`src/emc_pkg.sv`:
```
package emc_pkg;
  localparam logic [7:0] EMC_PAGE_ADDR = 8'haa;
  localparam logic [7:0] EMC_CFG_ADDR = 8'hc7;
  localparam logic [7:0] EMC_SFR_PAGE_F = 8'h0f;
  localparam logic [7:0] EMC_PAGE_RESET = 8'h00;
  localparam logic [4:0] EMC_CFG_RESET = 5'h03;
  localparam int EMC_MUX_BIT = 4;
  localparam int EMC_MODE_LSB = 2;
  localparam int EMC_ALE_LSB = 0;
  localparam logic [2:0] EMC_CFG_UNUSED = 3'h0;
  localparam int EMC_ONCHIP_BYTES = 256;
  localparam logic [1:0] EMC_STROBE_CYCLES = 2'h1;

  typedef enum logic [1:0] {
    EMC_MODE_INTERNAL = 2'b00,
    EMC_MODE_SPLIT_NOBANK = 2'b01,
    EMC_MODE_SPLIT_BANK = 2'b10,
    EMC_MODE_EXTERNAL = 2'b11
  } emc_mode_type;

  typedef struct packed {
    logic valid;
    logic write;
    logic addr8;
    logic [15:0] addr;
    logic [7:0] wdata;
  } emc_req_type;

  typedef struct packed {
    logic [15:0] addr;
    logic [15:0] addr_oe;
    logic [7:0] data;
    logic [7:0] data_oe;
    logic latch_strobe;
    logic rd_n;
    logic wr_n;
    logic claim;
  } emc_pins_type;
endpackage

```
`src/emc_ale_timer.sv`:
```
`timescale 1ns/1ns
`default_nettype none
module emc_ale_timer
  import emc_pkg::*;
(
  input wire logic clock,
  input wire logic rst_n,
  input wire logic load,
  input wire logic [1:0] width_code,
  output logic done
);
  logic [2:0] count_q;

  // Code n gives n+1 cycles
  always_ff @(posedge clock) begin
    if (!rst_n) begin
      count_q <= 3'h0;
    end else if (load) begin
      count_q <= {1'b0, width_code};
    end else if (count_q != 3'h0) begin
      count_q <= count_q - 3'h1;
    end
  end

  // Done must not look at load: the owner reloads on done, which would close a loop
  assign done = (count_q == 3'h0);
endmodule
`default_nettype wire

```
`src/emc_top.sv`:
```
`timescale 1ns/1ns
`default_nettype none
module emc_top
  import emc_pkg::*;
#(
  parameter int ONCHIP_BYTES = EMC_ONCHIP_BYTES
) (
  input wire logic clock,
  input wire logic rst_n,
  input wire logic [7:0] sfr_page,
  input wire logic [7:0] sfr_addr,
  input wire logic sfr_wr,
  input wire logic [7:0] sfr_wdata,
  output logic [7:0] sfr_rdata,
  input wire emc_req_type req,
  output logic busy,
  output logic done,
  output logic [7:0] rdata,
  output logic onchip_sel,
  output logic [7:0] onchip_addr,
  input wire logic [7:0] onchip_rdata,
  input wire logic [7:0] pin_data_in,
  output emc_pins_type pins
);
  typedef enum logic [2:0] {
    ST_IDLE = 3'b000,
    ST_ALE_HIGH = 3'b001,
    ST_ALE_LOW = 3'b010,
    ST_STROBE = 3'b011,
    ST_FINISH = 3'b100
  } emc_state_type;

  logic [7:0] page_q;
  logic [4:0] cfg_q;
  emc_state_type state_q;
  logic [15:0] addr_q;
  logic addr8_q;
  logic write_q;
  logic [7:0] wdata_q;
  logic [1:0] strobe_q;
  logic timer_load;
  logic timer_done;
  logic [15:0] eff_addr;
  logic offchip;
  emc_mode_type mode;
  logic multiplexed;
  logic drive_high;

  function automatic logic sel_hit(input logic [7:0] pg, input logic [7:0] ad, input logic [7:0] want);
    sel_hit = (pg == EMC_SFR_PAGE_F) && (ad == want);
  endfunction

  assign mode = emc_mode_type'(cfg_q[EMC_MODE_LSB +: 2]);
  assign multiplexed = !cfg_q[EMC_MUX_BIT];

  always_ff @(posedge clock) begin
    if (!rst_n) begin
      page_q <= EMC_PAGE_RESET;
    end else if (sfr_wr && sel_hit(sfr_page, sfr_addr, EMC_PAGE_ADDR)) begin
      page_q <= sfr_wdata;
    end
  end

  always_ff @(posedge clock) begin
    if (!rst_n) begin
      cfg_q <= EMC_CFG_RESET;
    end else if (sfr_wr && sel_hit(sfr_page, sfr_addr, EMC_CFG_ADDR)) begin
      cfg_q <= sfr_wdata[4:0];
    end
  end

  always_ff @(posedge clock) begin
    if (!rst_n) begin
      sfr_rdata <= 8'h00;
    end else if (sel_hit(sfr_page, sfr_addr, EMC_PAGE_ADDR)) begin
      sfr_rdata <= page_q;
    end else if (sel_hit(sfr_page, sfr_addr, EMC_CFG_ADDR)) begin
      sfr_rdata <= {EMC_CFG_UNUSED, cfg_q};
    end else begin
      sfr_rdata <= 8'h00;
    end
  end

  // 8-bit form takes its high byte from the page register
  assign eff_addr = req.addr8 ? {page_q, req.addr[7:0]} : req.addr;

  always_comb begin
    unique case (mode)
      EMC_MODE_INTERNAL: offchip = 1'b0;
      EMC_MODE_SPLIT_NOBANK,
      EMC_MODE_SPLIT_BANK: offchip = (32'(eff_addr) >= ONCHIP_BYTES);
      EMC_MODE_EXTERNAL: offchip = 1'b1;
    endcase
  end

  // High lines stay with the port latches in these cases
  assign drive_high = !(addr8_q && (mode == EMC_MODE_SPLIT_NOBANK || mode == EMC_MODE_EXTERNAL));

  assign timer_load = (state_q == ST_IDLE && req.valid && offchip && multiplexed) ||
                      (state_q == ST_ALE_HIGH && timer_done);

  emc_ale_timer u_timer (
    .clock(clock),
    .rst_n(rst_n),
    .load(timer_load),
    .width_code(cfg_q[EMC_ALE_LSB +: 2]),
    .done(timer_done)
  );

  always_ff @(posedge clock) begin
    if (!rst_n) begin
      state_q <= ST_IDLE;
      addr_q <= 16'h0000;
      addr8_q <= 1'b0;
      write_q <= 1'b0;
      wdata_q <= 8'h00;
      strobe_q <= 2'h0;
    end else begin
      unique case (state_q)
        ST_IDLE: begin
          // On-chip reads need the direction as well, not only off-chip moves
          if (req.valid) begin
            write_q <= req.write;
          end
          if (req.valid && offchip) begin
            addr_q <= eff_addr;
            addr8_q <= req.addr8;
            wdata_q <= req.wdata;
            strobe_q <= EMC_STROBE_CYCLES;
            // Separate pins skip the latch phases entirely
            state_q <= multiplexed ? ST_ALE_HIGH : ST_STROBE;
          end
        end
        ST_ALE_HIGH: begin
          if (timer_done) begin
            state_q <= ST_ALE_LOW;
          end
        end
        ST_ALE_LOW: begin
          if (timer_done) begin
            state_q <= ST_STROBE;
          end
        end
        ST_STROBE: begin
          strobe_q <= strobe_q - 2'h1;
          if (strobe_q == 2'h1) begin
            state_q <= ST_FINISH;
          end
        end
        ST_FINISH: state_q <= ST_IDLE;
        default: state_q <= ST_IDLE;
      endcase
    end
  end

  always_ff @(posedge clock) begin
    if (!rst_n) begin
      onchip_sel <= 1'b0;
      onchip_addr <= 8'h00;
    end else begin
      // Only the low byte decodes, so higher addresses alias
      onchip_sel <= (state_q == ST_IDLE) && req.valid && !offchip;
      onchip_addr <= eff_addr[7:0];
    end
  end

  always_ff @(posedge clock) begin
    if (!rst_n) begin
      busy <= 1'b0;
      done <= 1'b0;
      rdata <= 8'h00;
    end else begin
      busy <= (state_q != ST_IDLE) && (state_q != ST_FINISH) ||
              (state_q == ST_IDLE && req.valid && offchip);
      // Done comes with the release of the strobe, as the bus cycle ends
      done <= onchip_sel || (state_q == ST_FINISH);
      if (onchip_sel && !write_q) begin
        rdata <= onchip_rdata;
      end else if (state_q == ST_FINISH && !write_q) begin
        // The registered read strobe is still low here, so the pins carry data
        rdata <= pin_data_in;
      end
    end
  end

  always_ff @(posedge clock) begin
    if (!rst_n) begin
      pins <= '{addr: 16'h0000, addr_oe: 16'h0000, data: 8'h00, data_oe: 8'h00,
                latch_strobe: 1'b0, rd_n: 1'b1, wr_n: 1'b1, claim: 1'b0};
    end else begin
      pins.claim <= (state_q != ST_IDLE) && (state_q != ST_FINISH);
      pins.addr <= addr_q;
      pins.addr_oe[15:8] <= {8{(state_q != ST_IDLE) && (state_q != ST_FINISH) && drive_high}};
      pins.addr_oe[7:0] <= {8{(state_q != ST_IDLE) && (state_q != ST_FINISH) && !(multiplexed
                            && state_q == ST_STROBE)}};
      pins.latch_strobe <= (state_q == ST_ALE_HIGH);
      pins.rd_n <= !(state_q == ST_STROBE && !write_q);
      pins.wr_n <= !(state_q == ST_STROBE && write_q);
      pins.data <= wdata_q;
      pins.data_oe <= {8{state_q == ST_STROBE && write_q}};
    end
  end
endmodule
`default_nettype wire

```
`config.mk`:
```
export PLATFORM = sky130hd
export DESIGN_NAME = emc_top
export DESIGN_NICKNAME = d
export VERILOG_FILES = /design/src/emc_pkg.sv /design/src/emc_ale_timer.sv /design/src/emc_top.sv
export SDC_FILE = /design/constraint.sdc
export NUM_CORES = 1
export LEC_CHECK = 0
export BUFFER_PORTS_ARGS = -buffer_cell sky130_fd_sc_hd__buf_4
export CELL_PAD_IN_SITES_DETAIL_PLACEMENT = 2
export CELL_PAD_IN_SITES_GLOBAL_PLACEMENT = 2
export CORE_MARGIN = 2
export CORE_UTILIZATION = 29
export DETAILED_ROUTE_END_ITERATION = 10
export PLACE_DENSITY_LB_ADDON = 0.1
export SLEW_MARGIN = 20
export SYNTH_ARGS = -nofsm -noshare
export SYNTH_HDL_FRONTEND = slang
export SYNTH_SLANG_ARGS = --single-unit
```
`constraint.sdc`:
```
create_clock -name clock -period 2.6 [get_ports clock]
set_input_delay 0.52 -clock clock [delete_from_list [all_inputs] [get_ports clock]]
set_output_delay 0.52 -clock clock [all_outputs]
set_load 0.02 [all_outputs]
```
### Yosys cells after proc, flatten, opt, wreduce, memory -nomap -nowiden

Cells that the tools add are included.

| storage, ports and cells | value |
|---|---|
| logic and storage cells | 104 |
| bits in read-only memories | 0 |
| latch bits | 0 |
| bits of input ports | 70 |
| output and inout bits | 79 |
| flip-flop bits (word level) | 112 |
| bits in writable memories | 0 |
| memories kept | 0 |

| cells by class | value |
|---|---|
| bitwise operators | 1 |
| mux-type cells | 16 |
| order comparisons | 1 |
| add/subtract/negate cells | 2 |
| reductions and logical operators | 44 |
| multiply operators | 0 |
| shift-type cells | 0 |
| divide/modulo/power cells | 0 |
| equal/unequal tests | 16 |

Operator list:

| cell | number |
|---|---|
| 8-bit 2-to-1 mux | 3 |
| 1-bit logical AND | 19 |
| 8-bit equality test (second input constant) | 2 |
| 16-bit by 9-bit greater-or-equal comparator with 1-bit output (second input constant) | 1 |
| 16-bit 2-to-1 mux | 1 |
| 3-bit 2-to-1 mux | 4 |
| 3-bit case mux with 4 select lines | 1 |
| 8-bit by 4-bit equality test with 1-bit output (second input constant) | 1 |
| 2-bit 2-to-1 mux | 4 |
| 1-bit zero test | 7 |
| 3-bit by 2-bit equality test with 1-bit output (second input constant) | 2 |
| 3-bit zero test | 2 |
| 2-bit != test (second input constant) | 3 |
| 2-bit AND reduction | 3 |
| 2-bit nonzero test | 3 |
| 3-bit nonzero test | 2 |
| 5-bit 2-to-1 mux | 1 |
| 2-bit by 1-bit equality test with 1-bit output (second input constant) | 2 |
| 2-bit equality test (second input constant) | 2 |
| 1-bit logical OR | 4 |
| 2-bit case mux with 2 select lines | 1 |
| 4-bit AND reduction | 1 |
| 2-bit OR reduction | 2 |
| 3-bit by 1-bit equality test with 1-bit output (second input constant) | 1 |
| 8 further kinds | 8 |

### Longest topological paths before layout

| logic depth | value |
|---|---|
| depth after elaboration | 7 |
| depth in mapped cells | 9 |

### Modules after synthesis

Synthesis repeated with hierarchy kept, for this count alone.

| second synthesis, totals | value |
|---|---|
| cells, all modules | 400 |
| area total of the unflattened synthesis | 3968.8 µm² |

Modules (own cells, without submodules):

| module | area an instance (µm²) | times used | cells an instance |
|---|---|---|---|
| emc_top | 3776.1 | 1 | 379 |
| emc_ale_timer | 192.7 | 1 | 21 |

### Worst setup path before layout

Ideal clock, no wire load.

| timing | value |
|---|---|
| path type | input to register |
| start point | in req[26] (netlist bit) |
| end point | reg addr_q[4] |
| data required time | 2.479 ns |
| arrival | 1.747 ns |
| path slack | 0.732 ns |
| setup time | 0.121 ns |
| cell stages on the path | 6 |
| cell sequence | or4b_4 > nor2_1 > o31a_1 > buf_6 > buf_12 > mux2_4 |

| on the way | value |
|---|---|
| word-level cells in the longest chain between the ends | 2 |

RTL lines:

| element | line | text |
|---|---|---|
| start: declaration | emc_top.sv:15 | `input wire emc_req_type req,` |
| 1-bit logical AND | emc_top.sv:125 | `if (req.valid && offchip) begin` |
| 2-bit AND reduction (no line) | -- |  |
| end signal: assignment | emc_top.sv:126 | `addr_q <= eff_addr;` |
| end: declaration | emc_top.sv:36 | `logic [15:0] addr_q;` |

No other way between the ends.
A chain may end at the register's enable or synchronous reset.

### Worst setup path after layout

| timing | value |
|---|---|
| start point | reg cfg_q[3] |
| end point | reg addr_q[8] |

| on the way | value |
|---|---|
| word-level cells in the longest chain between the ends | 5 |

RTL lines:

| element | line | text |
|---|---|---|
| start: declaration | emc_top.sv:34 | `logic [4:0] cfg_q;` |
| start signal: assignment | emc_top.sv:68 | `cfg_q <= sfr_wdata[4:0];` |
| 2-bit by 1-bit equality test with 1-bit output / 2-bit equality test (equally long branches) | emc_top.sv:88 | `unique case (mode)` |
| 2-bit OR reduction | emc_top.sv:88 |  |
| 1-bit case mux with 3 select lines * | emc_top.sv:88 |  |
| 1-bit logical AND * | emc_top.sv:125 |  |
| 2-bit AND reduction (no line) * | -- |  |

Every way passes the cells marked *; elsewhere a longest branch is shown, timed or not.

==> flow_summary_export.csv <==
group,metric,value,unit
min_path,hold_depth,2,
yosys,netlist.area_leader.share,51.7,%
floorplan,io_pins,149,
sta,tightest_slew,0.969,ns
setup_path,crit_path_start,"cfg_q[3]",
yosys,synth.avg_cell_area,9.70,um2
yosys,syn_nets,495,
sta,slew_viol_final,0,
cts,cts_tree,"done",
routing,antenna_left,0,
finish,finish.utilization,39.6,%
flow_run,max_cap_viol_count,0,
power_and_ir_drop,switching_power,841,uW
place,gp_congestion,0.799,
place,dp_hpwl,7850,um
place,place_ws,0.234,ns
setup_path,rr_worst_depth,8,
sta,hold_ws,0.386,ns
sta,rsz0062_at_grt,"no",
routing,drc,0,
floorplan,core_area,13800,um2
sta,fmax,439,MHz
power_and_ir_drop,share_clk_of_total_power,39.5,%
finish,area_delta_synth_final,34.3,%
power_and_ir_drop,seqPwrFrac,50.0,%
global_routing,grt_antenna_before_repair,0,
finish,layout-drive-gt1-share,35.4,%
sta,min_period,2.28,ns
sta,tns,0,ns
place,dp_cells,712,
global_routing,grt_pass1_vias,3417,
setup_path,crit_required,2.88,ns
power_and_ir_drop,power_frac_comb,10.4,%
sta,setup_viol,0,
power_and_ir_drop,power,3.32,mW
global_routing,grt_pass1_wl,17500,um
floorplan,die_w,122,um
yosys,synth_cell_type_count,47,
power_and_ir_drop,p_leak,2.60,nW
cts,cts_hold_buf,0,
floorplan,start_util,29.5,%
routing,drtIter0Drc,59,
finish,antenna_cells,0,
routing,drt-total-wl,10700,um
cts,root_buffer,"clkbuf_16",
setup_path,critPathMaxFanout,32,
yosys,syn_inst,419,
yosys,synth_area_leader_cell,"dfxtp_1",
yosys,synth-compound-area-share,8.13,%
global_routing,grt_max_degree,45,
min_path,min-delay-start,"req[11]",
power_and_ir_drop,powerDensity,609,nW/um2
yosys,ys.flop_type,"dfxtp_1",
yosys,synth_top_family_by_area,"simple AND/OR/NAND/NOR gates",
yosys,ys_ff_latch,105,
routing,viasPerCell,4.63,
yosys,muxShareOfSynthArea,10.5,%
yosys,synth-xor-area-share,0.431,%
power_and_ir_drop,p_int,2.48,mW
cts,cts_max_path_buffers,2,
yosys,synth_area_leaders,"dfxtp_1 (52%), mux2i_1 (5.7%), nand2_1 (4.5%)",
sta,slew_headroom,35.2,%
cts,clkSinkCount,105,
yosys,syn-cell-area,4060,um2
cts,htreeDepth,3,
min_path,hold_path_class,"input pin to register",
power_and_ir_drop,switching_share,25.3,%
setup_path,cp-start-kind,"register",
setup_path,regToRegSetupSlack,0.32,ns
setup_path,r2r-start,"cfg_q[3]",
cts,cts_setup_buffers,0,
sta,skew,0.00834,ns
finish,fillCellCount,1548,
floorplan,rows,43,
routing,wl_per_cell,14.6,um
finish,finalNetCount,619,
place,place.port_buffers,148,
outcome,status,"completed",
finish,fin_cells,728,
sta,fin_ws,0.322,ns
finish,design_area,5460,um2
cts,path_clk_slew,0.07,ns
yosys,async_flop_share,0,%
yosys,ys_seq_area_share,51.7,%
global_routing,track_usage,14.9,%
routing,firstDrtPassIters,4,
cts,insertion_delay,0.35,ns
sta,hold_viol,0,
yosys,synth_simple_gate_area_share,17.9,%
setup_path,r2r-end,"addr_q[8]",
yosys,synth-edff-count,0,
setup_path,crit_path_end_kind,"register",
setup_path,cp.arrival,2.55,ns
cts,cts-buffers-inserted,9,
global_routing,gr-total-overflow,0,
min_path,min_to,"onchip_addr[3]",
yosys,yosysWarnings,0,
floorplan,die_h,122,um
power_and_ir_drop,peakVddDrop,0.274,mV
setup_path,crit_type,"register to register",
routing,via_count,3368,
floorplan,die_area,15000,um2
place,dpl-instance-area,5170,um2
yosys,synthAdderAreaFrac,1.85,%
cts,cts_resized,0,
sta,timing.final.crit_share,87.6,%
[layout make-up]
| type | instances | area, um2 | share of cell area (%) |
|---|---|---|---|
| clock buffer | 9 | 225 | 4.13 |
| clock inverter | 7 | 60.1 | 1.10 |
| inverter | 26 | 97.6 | 1.79 |
| multi-input combinational | 245 | 1580 | 28.9 |
| sequential | 105 | 2100 | 38.5 |
| tap | 180 | 225 | 4.13 |
| timing repair buffer | 156 | 1170 | 21.5 |
[worst max-delay path: stages (launching register included)]
cell,delay [ns]
dfxtp_1,0.40
inv_1,0.08
ha_1,0.30
nand2b_1,0.07
a21oi_1,0.31
o31a_2,0.44
buf_4,0.36
nand3_1,0.12
o21ai_0,0.10
[cell families (layout without fill, tap and decap cells)]
group | after synthesis | in the layout
compound gates | 51 | 51
xor+xnor | 2 | 2
fa+ha+maj | 6 | 6
buf+inv | 69 | 198
flops | 105 | 105
mux | 39 | 39
simple gates | 147 | 147
[state kept, by name, indices dropped and copies added, names as in the netlist]
register	cells
done	1
sfr_rdata	8
pins	31
busy	1
strobe_q	2
u_timer.count_q	3
addr_q	16
page_q	8
state_q	3
onchip_sel	1
write_q	1
wdata_q	8
onchip_addr	8
addr8_q	1
cfg_q	5
rdata	8
[power groups by stage]
| stage | combinational, mW | clock [mW] | sequential, mW |
|---|---|---|---|
| global placement | 0.341 | 0 | 1.70 |
| CTS | 0.355 | 1.37 | 1.66 |
| floorplan | 0.173 | 0 | 1.72 |
| global route | 0.390 | 1.44 | 1.67 |
| finish | 0.347 | 1.31 | 1.66 |
| detailed placement | 0.355 | 0 | 1.70 |
[placed cells by master, fill, tap and decap left out, drive strengths merged, types with 2 or more instances in the layout]
cell	n
mux2i	23
dfxtp	105
nor2b	3
inv	29
nor4	4
ha	6
a311oi	2
nand2	50
nand2b	3
buf	156
clkinv	3
nand3	21
a211oi	9
mux2	16
nor3	7
a21oi	8
nor2	28
nor3b	2
clkbuf	9
o21ai	20
and2	17
a22oi	6
and3	4
[synth_stat cells (all sizes together) (2+ instances only)]
cell      n
buf      30
nand3    21
nor3      7
nand2    50
nor3b     2
a22oi     6
a211oi    9
dfxtp   105
nor4      4
mux2i    23
mux2     16
nand2b    3
ha        6
o21ai    20
inv      25
and2     17
nor2b     3
a311oi    2
clkbuf   13
nor2     28
a21oi     8
and3      4
[routing by layer]
metal	share of wire, %	vias up	track usage (%)
met5	0	-	0
met4	1.6	0	6.03
met3	5.7	11	3.53
met2	50	81	24.7
met1	43	1639	18.6
li1	-	1637	-
[worst max-delay path by stage]
stage	to	slack, ns
finish	addr_q[8]	0.32
global route	addr_q[8]	0.09
CTS	addr_q[8]	0.23
detailed placement	addr_q[8]	0.23
global placement	addr8_q	0.26
floorplan	addr_q[4]	0.73
Note: power is estimated with default switching activity, not from simulation.
